==> config.mk <==
export PLATFORM = sky130hd
export DESIGN_NAME = tal_alarm_top
export DESIGN_NICKNAME = d
export VERILOG_FILES = /design/src/hdl/tal_pkg.sv /design/src/hdl/tal_alarm_top.sv
export VERILOG_INCLUDE_DIRS = /design/src /design/src/hdl
export SDC_FILE = /design/constraint.sdc
export NUM_CORES = 1
export LEC_CHECK = 0
export BUFFER_PORTS_ARGS = -buffer_cell sky130_fd_sc_hd__buf_4
export CAP_MARGIN = 20
export CORE_ASPECT_RATIO = 1.2
export CORE_MARGIN = 3
export CORE_UTILIZATION = 65
export DETAILED_ROUTE_END_ITERATION = 6
export GPL_TIMING_DRIVEN = 0
export PLACE_DENSITY = 0.88
export SETUP_SLACK_MARGIN = 0.4
export SLEW_MARGIN = 20
export SYNTH_ARGS = -nofsm -noshare
export SYNTH_HDL_FRONTEND = slang
export SYNTH_SLANG_ARGS = --single-unit
==> constraint.sdc <==
create_clock -name ref_clk -period 6.9 [get_ports ref_clk]
set_input_delay 0.69 -clock ref_clk [delete_from_list [all_inputs] [get_ports ref_clk]]
set_output_delay 0.69 -clock ref_clk [all_outputs]
set_load 0.01 [all_outputs]
==> src/hdl/tal_regs.svh <==
// Register offsets, reset values and timing figures of the temperature alarm block.
// Assumes inclusion by bare name from the top module.
`ifndef TAL_REGS_SVH
`define TAL_REGS_SVH
`define TAL_RD_TEMP 8'h00
`define TAL_RD_STATUS 8'h02
`define TAL_RD_CONFIG 8'h03
`define TAL_RD_RATE 8'h04
`define TAL_RD_HIGH 8'h05
`define TAL_RD_LOW 8'h06
`define TAL_WR_CONFIG 8'h09
`define TAL_WR_RATE 8'h0A
`define TAL_WR_HIGH 8'h0B
`define TAL_WR_LOW 8'h0C
`define TAL_WR_ONESHOT 8'h0F
`define TAL_RW_OT_LIMIT 8'h20
`define TAL_RW_OT_HYST 8'h21
`define TAL_RW_CONSEC 8'h22
`define TAL_RD_MAKER 8'hFE
`define TAL_RD_REV 8'hFF
`define TAL_RST_CONFIG 8'h00
`define TAL_RST_RATE 8'h08
`define TAL_RST_HIGH 8'h55
`define TAL_RST_LOW 8'h00
`define TAL_RST_OT_LIMIT 8'h55
`define TAL_RST_OT_HYST 8'h0A
`define TAL_RST_CONSEC 8'h01
`define TAL_RST_TEMP 8'h00
`define TAL_CFG_MASK_BIT 7
`define TAL_CFG_STANDBY_BIT 6
`define TAL_CFG_PINSEL_BIT 5
`define TAL_CFG_RANGE_BIT 2
`define TAL_CONSEC_TO_BIT 7
`define TAL_ST_BUSY_BIT 7
`define TAL_ST_HIGH_BIT 6
`define TAL_ST_LOW_BIT 5
`define TAL_ST_CRIT_BIT 0
`define TAL_ALERT_RESP_ADDR 7'h0C
`define TAL_TIMEOUT_MS 25
`define TAL_REF_CLK_KHZ 40000
`endif

==> src/hdl/tal_pkg.sv <==
// Types shared by the temperature alarm block.
// Assumes tal_regs.svh is on the include path.
package tal_pkg;
    typedef enum logic [2:0] {
        BUS_IDLE,
        BUS_ADDR,
        BUS_ADDR_ACK,
        BUS_RX,
        BUS_RX_ACK,
        BUS_TX,
        BUS_TX_ACK,
        BUS_TX_LOAD
    } tal_bus_state_t;
endpackage

==> src/hdl/tal_alarm_top.sv <==
// Limit comparison, alarm filtering, over-temperature outputs and the two-wire slave register port.
// Assumes measurements arrive as one-cycle strobes on ref_clk; SCL and SDA are asynchronous pins.
`include "tal_regs.svh"

module tal_alarm_top
    import tal_pkg::*;
#(
    parameter logic [6:0] SLAVE_ADDR = 7'h4C,
    parameter logic [7:0] MAKER_ID = 8'h5A,      // Arbitrary value
    parameter logic [7:0] REVISION = 8'h01,      // Arbitrary value
    parameter int TIMEOUT_CYCLES = `TAL_TIMEOUT_MS * `TAL_REF_CLK_KHZ
)
(
    // Clock and reset
    input wire logic ref_clk,
    input wire logic rst,
    // Two-wire bus pins
    input wire logic scl_in,
    input wire logic sda_in,
    output logic sda_out,
    output logic sda_oe,
    // Measurement path
    input wire logic meas_valid,
    input wire logic [7:0] meas_value,
    input wire logic conv_busy,
    output logic oneshot_start,
    output logic standby,
    output logic range_ext,
    output logic [7:0] conv_rate,
    // Alarm pins
    output logic alarm_out,
    output logic alarm_oe,
    output logic overtemp_out_n
);
    localparam int TO_W = $clog2(TIMEOUT_CYCLES + 1);

    logic scl_s1, scl_s2, scl_d, sda_s1, sda_s2, sda_d;
    logic scl_rise, scl_fall, start_det, stop_det, timeout_hit;
    logic [TO_W-1:0] to_cnt;
    tal_bus_state_t state;
    logic [2:0] bit_cnt;
    logic [7:0] shreg, pointer, rx_byte, rd_data, wr_addr, wr_data;
    logic rw, is_ara, first_byte, wr_strobe, status_read, ara_done;
    logic [7:0] configuration, conversion_rate, high_temp_limit, low_temp_limit;
    logic [7:0] overtemp_limit, overtemp_hysteresis, consecutive_count, temperature_value;
    logic [7:0] ot_release, fan_release;
    logic [2:0] viol_cnt, viol_need;
    logic flag_high, flag_low, critical_flag, alert_active, limit_now, fan_trip_out_n;
    logic out_hi, out_lo;

    // Two-stage synchronisers; only the second stage feeds edge detection
    always_ff @(posedge ref_clk)
    begin
        if (rst)
        begin
            {scl_s1, scl_s2, scl_d} <= 3'h7;
            {sda_s1, sda_s2, sda_d} <= 3'h7;
        end
        else
        begin
            scl_s1 <= scl_in;
            scl_s2 <= scl_s1;
            scl_d <= scl_s2;
            sda_s1 <= sda_in;
            sda_s2 <= sda_s1;
            sda_d <= sda_s2;
        end
    end

    assign scl_rise = scl_s2 & ~scl_d;
    assign scl_fall = ~scl_s2 & scl_d;
    assign start_det = scl_s2 & scl_d & sda_d & ~sda_s2;
    assign stop_det = scl_s2 & scl_d & ~sda_d & sda_s2;
    assign rx_byte = {shreg[6:0], sda_s2};

    // Silence on a busy bus is counted; any pin edge restarts the count
    always_ff @(posedge ref_clk)
    begin
        if (rst || !consecutive_count[`TAL_CONSEC_TO_BIT] || state == BUS_IDLE || (scl_s2 != scl_d)
            || (sda_s2 != sda_d))
            to_cnt <= '0;
        else
            to_cnt <= to_cnt + 1'b1;
    end
    assign timeout_hit = (to_cnt == TO_W'(TIMEOUT_CYCLES - 1));

    always_comb
    begin
        case (pointer)
            `TAL_RD_TEMP: rd_data = temperature_value;
            `TAL_RD_STATUS: rd_data = {conv_busy, flag_high, flag_low, 4'h0, critical_flag};
            `TAL_RD_CONFIG: rd_data = configuration;
            `TAL_RD_RATE: rd_data = conversion_rate;
            `TAL_RD_HIGH: rd_data = high_temp_limit;
            `TAL_RD_LOW: rd_data = low_temp_limit;
            `TAL_RW_OT_LIMIT: rd_data = overtemp_limit;
            `TAL_RW_OT_HYST: rd_data = overtemp_hysteresis;
            `TAL_RW_CONSEC: rd_data = consecutive_count;
            `TAL_RD_MAKER: rd_data = MAKER_ID;
            `TAL_RD_REV: rd_data = REVISION;
            default: rd_data = 8'h00;
        endcase
    end

    // Slave-only bus engine; it never starts a transfer of its own
    always_ff @(posedge ref_clk)
    begin
        if (rst)
        begin
            state <= BUS_IDLE;
            sda_oe <= 1'b0;
            sda_out <= 1'b0;
            bit_cnt <= 3'h0;
            shreg <= 8'h00;
            pointer <= 8'h00;
            rw <= 1'b0;
            is_ara <= 1'b0;
            first_byte <= 1'b0;
            wr_strobe <= 1'b0;
            wr_addr <= 8'h00;
            wr_data <= 8'h00;
            status_read <= 1'b0;
            ara_done <= 1'b0;
        end
        else
        begin
            wr_strobe <= 1'b0;
            status_read <= 1'b0;
            ara_done <= 1'b0;
            if (timeout_hit)
            begin
                state <= BUS_IDLE;
                sda_oe <= 1'b0;
            end
            else if (start_det)
            begin
                state <= BUS_ADDR;
                bit_cnt <= 3'h0;
                sda_oe <= 1'b0;
                first_byte <= 1'b1;
            end
            else if (stop_det)
            begin
                state <= BUS_IDLE;
                sda_oe <= 1'b0;
            end
            else
            begin
                case (state)
                    BUS_IDLE: ;
                    BUS_ADDR:
                        if (scl_rise)
                        begin
                            shreg <= rx_byte;
                            bit_cnt <= bit_cnt + 3'h1;
                            if (bit_cnt == 3'h7)
                            begin
                                rw <= sda_s2;
                                is_ara <= (rx_byte[7:1] == `TAL_ALERT_RESP_ADDR);
                                if (rx_byte[7:1] == SLAVE_ADDR)
                                    state <= BUS_ADDR_ACK;
                                else if (rx_byte[7:1] == `TAL_ALERT_RESP_ADDR && sda_s2 && alert_active)
                                    state <= BUS_ADDR_ACK;
                                else
                                    state <= BUS_IDLE;
                            end
                        end
                    BUS_ADDR_ACK:
                        if (scl_fall)
                        begin
                            if (!sda_oe)
                                sda_oe <= 1'b1;
                            else if (rw)
                            begin
                                shreg <= is_ara ? {SLAVE_ADDR, 1'b1} : rd_data;
                                sda_oe <= is_ara ? ~SLAVE_ADDR[6] : ~rd_data[7];
                                bit_cnt <= 3'h0;
                                state <= BUS_TX;
                            end
                            else
                            begin
                                sda_oe <= 1'b0;
                                bit_cnt <= 3'h0;
                                state <= BUS_RX;
                            end
                        end
                    BUS_RX:
                        if (scl_rise)
                        begin
                            shreg <= rx_byte;
                            bit_cnt <= bit_cnt + 3'h1;
                            if (bit_cnt == 3'h7)
                            begin
                                state <= BUS_RX_ACK;
                                first_byte <= 1'b0;
                                if (first_byte)
                                    pointer <= rx_byte;
                                else
                                begin
                                    wr_strobe <= 1'b1;
                                    wr_addr <= pointer;
                                    wr_data <= rx_byte;
                                end
                            end
                        end
                    BUS_RX_ACK:
                        if (scl_fall)
                        begin
                            sda_oe <= ~sda_oe;
                            if (sda_oe)
                                state <= BUS_RX;
                        end
                    BUS_TX:
                        if (scl_rise)
                        begin
                            bit_cnt <= bit_cnt + 3'h1;
                            if (shreg[7] && !sda_s2)
                            begin
                                state <= BUS_IDLE;
                                sda_oe <= 1'b0;
                            end
                        end
                        else if (scl_fall)
                        begin
                            if (bit_cnt == 3'h0)
                            begin
                                sda_oe <= 1'b0;
                                state <= BUS_TX_ACK;
                                ara_done <= is_ara;
                                status_read <= !is_ara && pointer == `TAL_RD_STATUS;
                            end
                            else
                            begin
                                shreg <= {shreg[6:0], 1'b0};
                                sda_oe <= ~shreg[6];
                            end
                        end
                    BUS_TX_ACK:
                        if (scl_rise)
                        begin
                            shreg <= is_ara ? {SLAVE_ADDR, 1'b1} : rd_data;
                            state <= sda_s2 ? BUS_IDLE : BUS_TX_LOAD;
                        end
                    BUS_TX_LOAD:
                        if (scl_fall)
                        begin
                            sda_oe <= ~shreg[7];
                            bit_cnt <= 3'h0;
                            state <= BUS_TX;
                        end
                    default: state <= BUS_IDLE;
                endcase
            end
        end
    end

    // Register writes; read-only and unknown addresses drop the data
    always_ff @(posedge ref_clk)
    begin
        if (rst)
        begin
            configuration <= `TAL_RST_CONFIG;
            conversion_rate <= `TAL_RST_RATE;
            high_temp_limit <= `TAL_RST_HIGH;
            low_temp_limit <= `TAL_RST_LOW;
            overtemp_limit <= `TAL_RST_OT_LIMIT;
            overtemp_hysteresis <= `TAL_RST_OT_HYST;
            consecutive_count <= `TAL_RST_CONSEC;
            oneshot_start <= 1'b0;
        end
        else
        begin
            oneshot_start <= wr_strobe && wr_addr == `TAL_WR_ONESHOT
                             && configuration[`TAL_CFG_STANDBY_BIT];
            if (wr_strobe)
            begin
                case (wr_addr)
                    `TAL_WR_CONFIG: configuration <= wr_data;
                    `TAL_WR_RATE: conversion_rate <= wr_data;
                    `TAL_WR_HIGH: high_temp_limit <= wr_data;
                    `TAL_WR_LOW: low_temp_limit <= wr_data;
                    `TAL_RW_OT_LIMIT: overtemp_limit <= wr_data;
                    `TAL_RW_OT_HYST: overtemp_hysteresis <= wr_data;
                    `TAL_RW_CONSEC: consecutive_count <= wr_data;
                    default: ;
                endcase
            end
        end
    end

    assign standby = configuration[`TAL_CFG_STANDBY_BIT];
    assign range_ext = configuration[`TAL_CFG_RANGE_BIT];
    assign conv_rate = conversion_rate;

    // Both ranges are monotonic unsigned codes, so one comparator serves both
    assign out_hi = meas_value > high_temp_limit;
    assign out_lo = meas_value < low_temp_limit;
    // Unlisted patterns take the highest set bit of the field
    assign viol_need = consecutive_count[3] ? 3'h4 : consecutive_count[2] ? 3'h3 :
                       consecutive_count[1] ? 3'h2 : 3'h1;
    assign ot_release = (overtemp_limit > overtemp_hysteresis) ? overtemp_limit - overtemp_hysteresis : 8'h00;
    assign fan_release = (high_temp_limit > overtemp_hysteresis) ? high_temp_limit - overtemp_hysteresis : 8'h00;

    // Violation run filter and alarm latch
    always_ff @(posedge ref_clk)
    begin
        if (rst)
        begin
            temperature_value <= `TAL_RST_TEMP;
            viol_cnt <= 3'h0;
            limit_now <= 1'b0;
            alert_active <= 1'b0;
        end
        else
        begin
            if (ara_done && !limit_now)
                alert_active <= 1'b0;
            if (meas_valid)
            begin
                temperature_value <= meas_value;
                limit_now <= out_hi | out_lo;
                if (out_hi | out_lo)
                begin
                    if (viol_cnt < viol_need)
                        viol_cnt <= viol_cnt + 3'h1;
                    if (viol_cnt + 3'h1 >= viol_need)
                        alert_active <= 1'b1;
                end
                else
                    viol_cnt <= 3'h0;
            end
        end
    end

    // Sticky status flags; a trip in the read cycle survives the clear
    always_ff @(posedge ref_clk)
    begin
        if (rst)
        begin
            flag_high <= 1'b0;
            flag_low <= 1'b0;
            critical_flag <= 1'b0;
        end
        else
        begin
            flag_high <= (flag_high & ~status_read) | (meas_valid & out_hi);
            flag_low <= (flag_low & ~status_read) | (meas_valid & out_lo);
            critical_flag <= (critical_flag & ~status_read) | (meas_valid & (meas_value > overtemp_limit));
        end
    end

    // Over-temperature outputs with hysteresis; fan trip uses the high limit
    always_ff @(posedge ref_clk)
    begin
        if (rst)
        begin
            overtemp_out_n <= 1'b1;
            fan_trip_out_n <= 1'b1;
        end
        else if (meas_valid)
        begin
            if (meas_value > overtemp_limit)
                overtemp_out_n <= 1'b0;
            else if (meas_value <= ot_release)
                overtemp_out_n <= 1'b1;
            if (meas_value > high_temp_limit)
                fan_trip_out_n <= 1'b0;
            else if (meas_value <= fan_release)
                fan_trip_out_n <= 1'b1;
        end
    end

    // Shared pin is open-drain only, so several devices can share one line
    always_ff @(posedge ref_clk)
    begin
        if (rst)
        begin
            alarm_out <= 1'b0;
            alarm_oe <= 1'b0;
        end
        else
        begin
            alarm_out <= 1'b0;
            if (configuration[`TAL_CFG_PINSEL_BIT])
                alarm_oe <= ~fan_trip_out_n;
            else
                alarm_oe <= alert_active & ~configuration[`TAL_CFG_MASK_BIT];
        end
    end
endmodule // tal_alarm_top

# ---- After elaboration in Yosys (flattened, before gate mapping)
# Index checks and enable logic that the tools add are counted.
dict set report word_totals {
  reg_bits 147
  elab_cells 285
}
dict set report classes {
  n_addsub 5
  magnitude_cmp 9
  eq_ne 68
  muxes 72
  bitwise_logic 39
  n_reduce_logical 53
}
# operator n
set ops {}
lappend ops {{$mux W8} 11}
lappend ops {{$pmux W8 S11} 1}
lappend ops {{$mux W3} 25}
lappend ops {{$eq A8 B6 Y1 const B} 6}
lappend ops {{$eq A8 B4 Y1 const B} 5}
lappend ops {{$ne A4 B4 Y1 const B} 10}
lappend ops {{$gt A8 B8 Y1} 4}
lappend ops {{$pmux W8 S4} 1}
lappend ops {{$ne A2 B2 Y1 const B} 15}
lappend ops {{$reduce_and A14 Y1} 2}
lappend ops {{$mux W1} 27}
lappend ops {{$eq A8 B3 Y1 const B} 3}
lappend ops {{$not A1 Y1} 21}
lappend ops {{$pmux W3 S7} 1}
lappend ops {{$reduce_and A7 Y1} 3}
lappend ops {{$add A20 B1 Y20 const B} 1}
lappend ops {{$eq A20 B20 Y1 const B} 1}
lappend ops {{$reduce_and A2 Y1} 10}
lappend ops {{$ne A3 B3 Y1 const B} 6}
lappend ops {{$eq A8 B2 Y1 const B} 2}
lappend ops {{$eq A8 B8 Y1 const B} 2}
lappend ops {{$le A8 B8 Y1} 2}
lappend ops {{$sub A8 B8 Y8} 2}
lappend ops {{$eq A3 B3 Y1 const B} 5}
lappend ops {{other kinds (34)} 80}

# ---- Logic depth before layout (Yosys ltp)
dict set report depth {
  depth_word 10
  depth_mapped 16
  depth_no_buf 16
}

# ---- Least setup slack after synthesis
# OpenSTA, ideal clock, no wires.
dict set report synth_timing {
  path_type {flip-flop to flip-flop}
  start {reg high_temp_limit[0]}
  end {reg fan_trip_out_n}
  setup_ns 0.058
  t_arrival_ns 2.978
  t_required_ns 6.842
  setup_slack_ns 3.864
  path_stages_with_launch 17
  n_path_buf 0
  synth_period_minus_slack_ns 3.036
  cell_sequence {dfxtp_1 inv_1 ha_1 fa_1 nor2b_1 o21ai_0 a21oi_1 o221ai_1 a21oi_1 nand2b_1 ha_1 nor2b_1 o21a_1 o21ai_0 a21oi_1 o21ai_0 a21o_1}
}
dict set report synth_between {
  elab_chain_len 5
  elab_cells_between_ends 8
}
# element line
set synth_rtl {}
lappend synth_rtl {{from (decl)} tal_alarm_top.sv:44} ;# logic [7:0] configuration, conversion_rate, high_temp_limit, low_temp_limit;
lappend synth_rtl {{from (signal assigned)} tal_alarm_top.sv:264} ;# high_temp_limit <= `TAL_RST_HIGH;
lappend synth_rtl {{from (signal assigned)} tal_alarm_top.sv:280} ;# `TAL_WR_HIGH: high_temp_limit <= wr_data;
lappend synth_rtl {{$sub A8 B8 Y8 or $gt A8 B8 Y1 (tied branches)} tal_alarm_top.sv:302} ;# assign fan_release = (high_temp_limit > overtemp_hysteresis) ? high_temp_limit - overtemp_hysteresis : 8'h00;
lappend synth_rtl {{$mux W8} tal_alarm_top.sv:302}
lappend synth_rtl {{$le A8 B8 Y1} tal_alarm_top.sv:368} ;# else if (meas_value <= fan_release)
lappend synth_rtl {{$reduce_bool A2 Y1 (no source line)} n/a}
lappend synth_rtl {{$reduce_and A2 Y1 (no source line)} n/a}
lappend synth_rtl {{to (signal assigned)} tal_alarm_top.sv:358} ;# fan_trip_out_n <= 1'b1;
lappend synth_rtl {{to (signal assigned)} tal_alarm_top.sv:367} ;# fan_trip_out_n <= 1'b0;
lappend synth_rtl {{to (signal assigned)} tal_alarm_top.sv:369} ;# fan_trip_out_n <= 1'b1;
lappend synth_rtl {{to (decl)} tal_alarm_top.sv:48} ;# logic flag_high, flag_low, critical_flag, alert_active, limit_now, fan_trip_out_n;
# Parallel ways exist; a longest one is shown, timed or not.
# A chain may end at the register's enable or synchronous reset.

# ---- Worst setup path in the final report
dict set report layout_timing {
  start {reg overtemp_limit[0]}
  end {reg overtemp_out_n}
}
dict set report layout_between {
  elab_chain_len 5
  elab_cells_between_ends 8
}
# element line
set layout_rtl {}
lappend layout_rtl {{from (decl)} tal_alarm_top.sv:45} ;# logic [7:0] overtemp_limit, overtemp_hysteresis, consecutive_count, temperature_value;
lappend layout_rtl {{from (signal assigned)} tal_alarm_top.sv:266} ;# overtemp_limit <= `TAL_RST_OT_LIMIT;
lappend layout_rtl {{from (signal assigned)} tal_alarm_top.sv:282} ;# `TAL_RW_OT_LIMIT: overtemp_limit <= wr_data;
lappend layout_rtl {{$sub A8 B8 Y8 or $gt A8 B8 Y1 (tied branches)} tal_alarm_top.sv:301} ;# assign ot_release = (overtemp_limit > overtemp_hysteresis) ? overtemp_limit - overtemp_hysteresis : 8'h00;
lappend layout_rtl {{$mux W8} tal_alarm_top.sv:301}
lappend layout_rtl {{$le A8 B8 Y1} tal_alarm_top.sv:364} ;# else if (meas_value <= ot_release)
lappend layout_rtl {{$reduce_bool A2 Y1 (no source line)} n/a}
lappend layout_rtl {{$reduce_and A2 Y1 (no source line)} n/a}
lappend layout_rtl {{to (signal assigned)} tal_alarm_top.sv:357} ;# overtemp_out_n <= 1'b1;
lappend layout_rtl {{to (signal assigned)} tal_alarm_top.sv:363} ;# overtemp_out_n <= 1'b0;
lappend layout_rtl {{to (signal assigned)} tal_alarm_top.sv:365} ;# overtemp_out_n <= 1'b1;
lappend layout_rtl {{to (decl)} tal_alarm_top.sv:33} ;# output logic overtemp_out_n
# Parallel ways exist; a longest one is shown, timed or not.

==> impl_results.html <==
<table>
<tr><th>Metric</th><th>Value</th></tr>
<tr><th colspan="2">Synth</th></tr>
<tr><td>Average footprint of a synthesized cell</td><td>8.46 sq um</td></tr>
<tr><td>EDFF count, synth</td><td>0</td></tr>
<tr><td>Largest cells by area after synthesis</td><td>dfxtp_1 34%, mux2i_1 11%, ha_1 10%</td></tr>
<tr><td>Fraction of synthesized cell area taken by the top area cell type</td><td>33.9%</td></tr>
<tr><td>Number of distinct standard cells referenced by the synthesized netlist</td><td>70</td></tr>
<tr><td>Synthesized instance count</td><td>1,025</td></tr>
<tr><td>Predominant post-synthesis flop cell</td><td>dfxtp_1</td></tr>
<tr><td>Warnings from Yosys</td><td>0</td></tr>
<tr><td>Share of flip-flops with an asynchronous set or reset</td><td>0%</td></tr>
<tr><td>Register area share after synthesis</td><td>33.9%</td></tr>
<tr><td>Largest area contributor in the synthesized netlist</td><td>dfxtp_1</td></tr>
<tr><td>Netlist area before placement</td><td>0.00867 sq mm</td></tr>
<tr><td>Flip-flop and latch count after synthesis</td><td>147</td></tr>
<tr><th colspan="2">Timing</th></tr>
<tr><td>RSZ-0062 raised after global routing</td><td>false</td></tr>
<tr><td>Slew at the pin closest to its max-slew limit</td><td>0.937 ns</td></tr>
<tr><td>Number of endpoints failing setup at the final stage</td><td>0</td></tr>
<tr><td>Final count of hold timing violations</td><td>0</td></tr>
<tr><td>Period minus WS final</td><td>3.75 ns</td></tr>
<tr><td>Sum Neg Setup Slack</td><td>0 ns</td></tr>
<tr><td>Number of slew-limit violations in the final report</td><td>0</td></tr>
<tr><td>Final worst path period share</td><td>54.4%</td></tr>
<tr><td>Remaining max-slew budget at the tightest pin</td><td>36.9%</td></tr>
<tr><td>Setup clock skew after layout</td><td>0.00700 ns</td></tr>
<tr><td>Maximum clock frequency</td><td>0.267 GHz</td></tr>
<tr><td>Hold slack final</td><td>0.410 ns</td></tr>
<tr><th colspan="2">Clocking</th></tr>
<tr><td>Gates resized, CTS repair</td><td>0</td></tr>
<tr><td>CTS tree</td><td>done</td></tr>
<tr><td>CTS buffer count</td><td>17</td></tr>
<tr><td>Clk sink count</td><td>147</td></tr>
<tr><td>H-tree levels</td><td>4</td></tr>
<tr><td>CTS hold repair buffers</td><td>0</td></tr>
<tr><td>CTS Root Cell</td><td>clkbuf_16</td></tr>
<tr><td>Insertion delay of the later-clocked pin in the worst-skew pair</td><td>0.43 ns</td></tr>
<tr><td>Buffer levels on the longest clock path</td><td>2</td></tr>
<tr><td>Post CTS Setup Buffer Count</td><td>0</td></tr>
<tr><td>Clock slew seen by the registers of the worst setup and hold paths</td><td>0.07 ns</td></tr>
<tr><th colspan="2">Global routing</th></tr>
<tr><td>Global router's overall resource usage</td><td>33.5%</td></tr>
<tr><td>Maximum number of pins on one net before global-route repair</td><td>17</td></tr>
<tr><td>First-pass GRT wire length</td><td>39,300 um</td></tr>
<tr><td>GRT overflow</td><td>0</td></tr>
<tr><td>Antenna violations before repair</td><td>0</td></tr>
<tr><td>Via count of the first global-routing pass</td><td>7,355</td></tr>
<tr><th colspan="2">Drt</th></tr>
<tr><td>DR DRC count</td><td>0</td></tr>
<tr><td>Average wire length per cell after detail routing</td><td>20.0 um</td></tr>
<tr><td>Count of TritonRoute iterations in the first routing pass</td><td>6</td></tr>
<tr><td>Initial detailed-routing violation count</td><td>743</td></tr>
<tr><td>Detailed-route wire length</td><td>25,000 um</td></tr>
<tr><td>Routed vias</td><td>7,854</td></tr>
<tr><td>Drt via density</td><td>6.30</td></tr>
<tr><td>Antenna Violating Nets Remaining</td><td>0</td></tr>
<tr><th colspan="2">Worst setup path</th></tr>
<tr><td>Critical path start-end classification</td><td>register to register</td></tr>
<tr><td>Crit path DAT</td><td>4.12 ns</td></tr>
<tr><td>Critical-path cell list</td><td>inv_1 -&gt; ha_1 -&gt; fa_1 -&gt; nor2b_1 -&gt; o21ai_0 -&gt; a21boi_0 -&gt; o31ai_1 -&gt; a21oi_1 -&gt; nand2b_1 -&gt; ha_1 -&gt; nor2b_1 -&gt; o21a_1 -&gt; o21ai_0 -&gt; a21oi_1 -&gt; o21ai_0 -&gt; a21o_1</td></tr>
<tr><td>End point of the critical path</td><td>overtemp_out_n$_SDFFE_PP1P_</td></tr>
<tr><td>Number of cells on the worst reg-to-reg path</td><td>16</td></tr>
<tr><td>Critical R2R Capture</td><td>overtemp_out_n$_SDFFE_PP1P_</td></tr>
<tr><td>Largest fanout on the critical path</td><td>8</td></tr>
<tr><td>Crit-path slowest cell</td><td>a21oi_1</td></tr>
<tr><td>Sort of element at the start of the critical path</td><td>register</td></tr>
<tr><td>Crit-path max cell delay</td><td>0.48 ns</td></tr>
<tr><td>Flop-to-flop setup slack</td><td>3.15 ns</td></tr>
<tr><td>Worst Path Required</td><td>7.27 ns</td></tr>
<tr><td>Endpoint class of the critical path</td><td>register</td></tr>
<tr><td>Buf/Inv on CP</td><td>1</td></tr>
<tr><td>Worst setup path startpoint</td><td>overtemp_limit[0]$_SDFFE_PP1P_</td></tr>
<tr><td>Crit-path most repeated cell</td><td>o21ai_0</td></tr>
<tr><td>Cell depth of the worst setup path</td><td>16</td></tr>
<tr><td>Family with the most delay on the worst path</td><td>compound AO/OA/AOI/OAI gates</td></tr>
<tr><td>Reg-to-reg critical path startpoint</td><td>overtemp_limit[0]$_SDFFE_PP1P_</td></tr>
<tr><th colspan="2">Place</th></tr>
<tr><td>Final RePlAce weighted congestion</td><td>0.991</td></tr>
<tr><td>Number of buffers inserted by port buffering</td><td>26</td></tr>
<tr><td>HPWL after detailed placement</td><td>18,000 um</td></tr>
<tr><th colspan="2">Hold path</th></tr>
<tr><td>Type of the worst min-delay path</td><td>register to register</td></tr>
<tr><th colspan="2">Floorplan</th></tr>
<tr><td>Starting density of the core</td><td>67.6%</td></tr>
<tr><td>Die outline width</td><td>111 um</td></tr>
<tr><td>Number of core rows</td><td>45</td></tr>
<tr><td>Number of placed I/O pins</td><td>30</td></tr>
<tr><td>Total die area</td><td>0.0148 sq mm</td></tr>
<tr><td>Vert. Die Dim</td><td>133 um</td></tr>
<tr><td>Core Region</td><td>0.0128 sq mm</td></tr>
<tr><th colspan="2">Power and ir drop</th></tr>
<tr><td>PwrDens</td><td>199 mW/mm^2</td></tr>
<tr><td>Cell leakage power</td><td>3.85 nW</td></tr>
<tr><td>Maximum vdd drop</td><td>167 uV</td></tr>
<tr><th colspan="2">Final layout</th></tr>
<tr><td>Net count reported at finish</td><td>1,156</td></tr>
<tr><td>Synthesis-to-finish area growth</td><td>11.5%</td></tr>
<tr><td>Ratio of cells with drive above 1 in the final layout</td><td>8.59%</td></tr>
<tr><td>Number of inserted diodes</td><td>0</td></tr>
<tr><th colspan="2">Status</th></tr>
<tr><td>Run status</td><td>completed</td></tr>
<tr><th colspan="2">Flow run</th></tr>
<tr><td># Max-Cap Violations</td><td>0</td></tr>
</table>
## kinds of logic after synthesis
logic type / Yosys count / share of synthesized area [%]
multiplexers: 94 / 11.0
other: 1 / 0.0432
flip-flops: 147 / 33.9
adder cells (fa/ha/maj): 71 / 10.4
XOR/XNOR: 27 / 2.73
AND/OR/NAND/NOR: 389 / 22.4
buffers and inverters: 111 / 5.28
AO/OA/AOI/OAI: 185 / 14.2
## routing by layer
metal / up-vias / part of all wire (%) / wire length, um / global-route usage, %
met4: 0 / 7.0 / 1750 / 21.3
met3: 120 / 6.9 / 1730 / 5.40
met5: - / 0 / 0 / 0
li1: 3703 / - / - / -
met1: 3646 / 39 / 9720 / 40.1
met2: 385 / 47 / 11800 / 55.9
## report_power, final
group	internal (mW)	switching (mW)	leakage (nW)
logic	0.0486	0.0711	2.38
registers	0.859	0.00889	1.19
clock network	0.542	0.399	0.281
## metrics by stage
step	util, %	instance area (sq um)	power, mW	setup WS, ns	std cells
floorplan	-	8680	0.963	3.86	1026
global placement	70.7	9080	0.999	3.35	1216
detailed placement	70.7	9080	1.00	3.29	1216
CTS	75.3	9670	1.92	3.26	1247
global route	75.3	9670	1.97	2.93	1247
finish	75.3	9670	1.93	3.15	1247
## layout make-up
type                       count  area (sq um)
multi-input combinational    768          5280
fill                         951          3170
sequential                   147          2940
clock buffer                  17           425
buffer                        52           236
inverter                      59           221
tap                          164           205
timing repair buffer          26           195
clock inverter                14           166
## cell usage in the layout, fill, tap and decap left out, types with 12 or more instances in the layout
cell type and n:
clkbuf_16 17, nor2_1 159, nand2_1 59, a211o_1 12, nor3_1 20, nand3_1 18, buf_2 12, inv_1 59
nand2b_1 17, ha_1 69, clkbuf_1 31, a21oi_1 54, mux2i_1 92, o21ai_0 34, xnor2_1 16, nand4_1 18
nor2b_1 25, buf_4 31, dfxtp_1 147
## worst min path at each step
| stage | start | to | slack (ns) | cells past startpoint |
|---|---|---|---|---|
| 4_1_cts | sda_s1$_SDFF_PP1_ | sda_s2$_SDFF_PP1_ | 0.41 | 1 |
| 3_5_place_dp | sda_s1$_SDFF_PP1_ | sda_s2$_SDFF_PP1_ | 0.40 | 1 |
| 2_1_floorplan | scl_s1$_SDFF_PP1_ | scl_s2$_SDFF_PP1_ | 0.39 | 1 |
| 6_report | sda_s1$_SDFF_PP1_ | sda_s2$_SDFF_PP1_ | 0.41 | 1 |
| 5_1_grt | sda_s1$_SDFF_PP1_ | sda_s2$_SDFF_PP1_ | 0.42 | 1 |
| 3_3_place_gp | sda_s1$_SDFF_PP1_ | sda_s2$_SDFF_PP1_ | 0.39 | 1 |
## state kept, by name, summed over array words and instances, names as in the netlist, 3 cells and up
signal	cells
to_cnt	20
configuration	8
consecutive_count	8
conv_rate	8
high_temp_limit	8
low_temp_limit	8
overtemp_hysteresis	8
overtemp_limit	8
pointer	8
shreg	8
temperature_value	8
wr_addr	8
wr_data	8
bit_cnt	3
state	3
viol_cnt	3
## synth_stat cells (4+ instances only)
library cell    n
a211o_1        12
a211oi_1        5
a21o_1          9
a21oi_1        54
a221oi_1        6
a22o_1          4
a22oi_1         6
and2_1          8
and3_1          8
buf_2          12
buf_4           5
clkbuf_1       31
dfxtp_1       147
ha_1           69
inv_1          59
mux2i_1        92
nand2_1        59
nand2b_1       17
nand3_1        18
nand3b_1       10
nand4_1        18
nor2_1        159
nor2b_1        25
nor3_1         20
nor3b_1         5
nor4_1          6
nor4b_1         5
o211ai_1        7
o21a_1          5
o21ai_0        34
o221ai_1        4
o2bb2ai_1       4
o31ai_1         8
or2_2           8
or3_1           7
xnor2_1        16
xor2_1         11
Power figures use the tool's default switching activity.
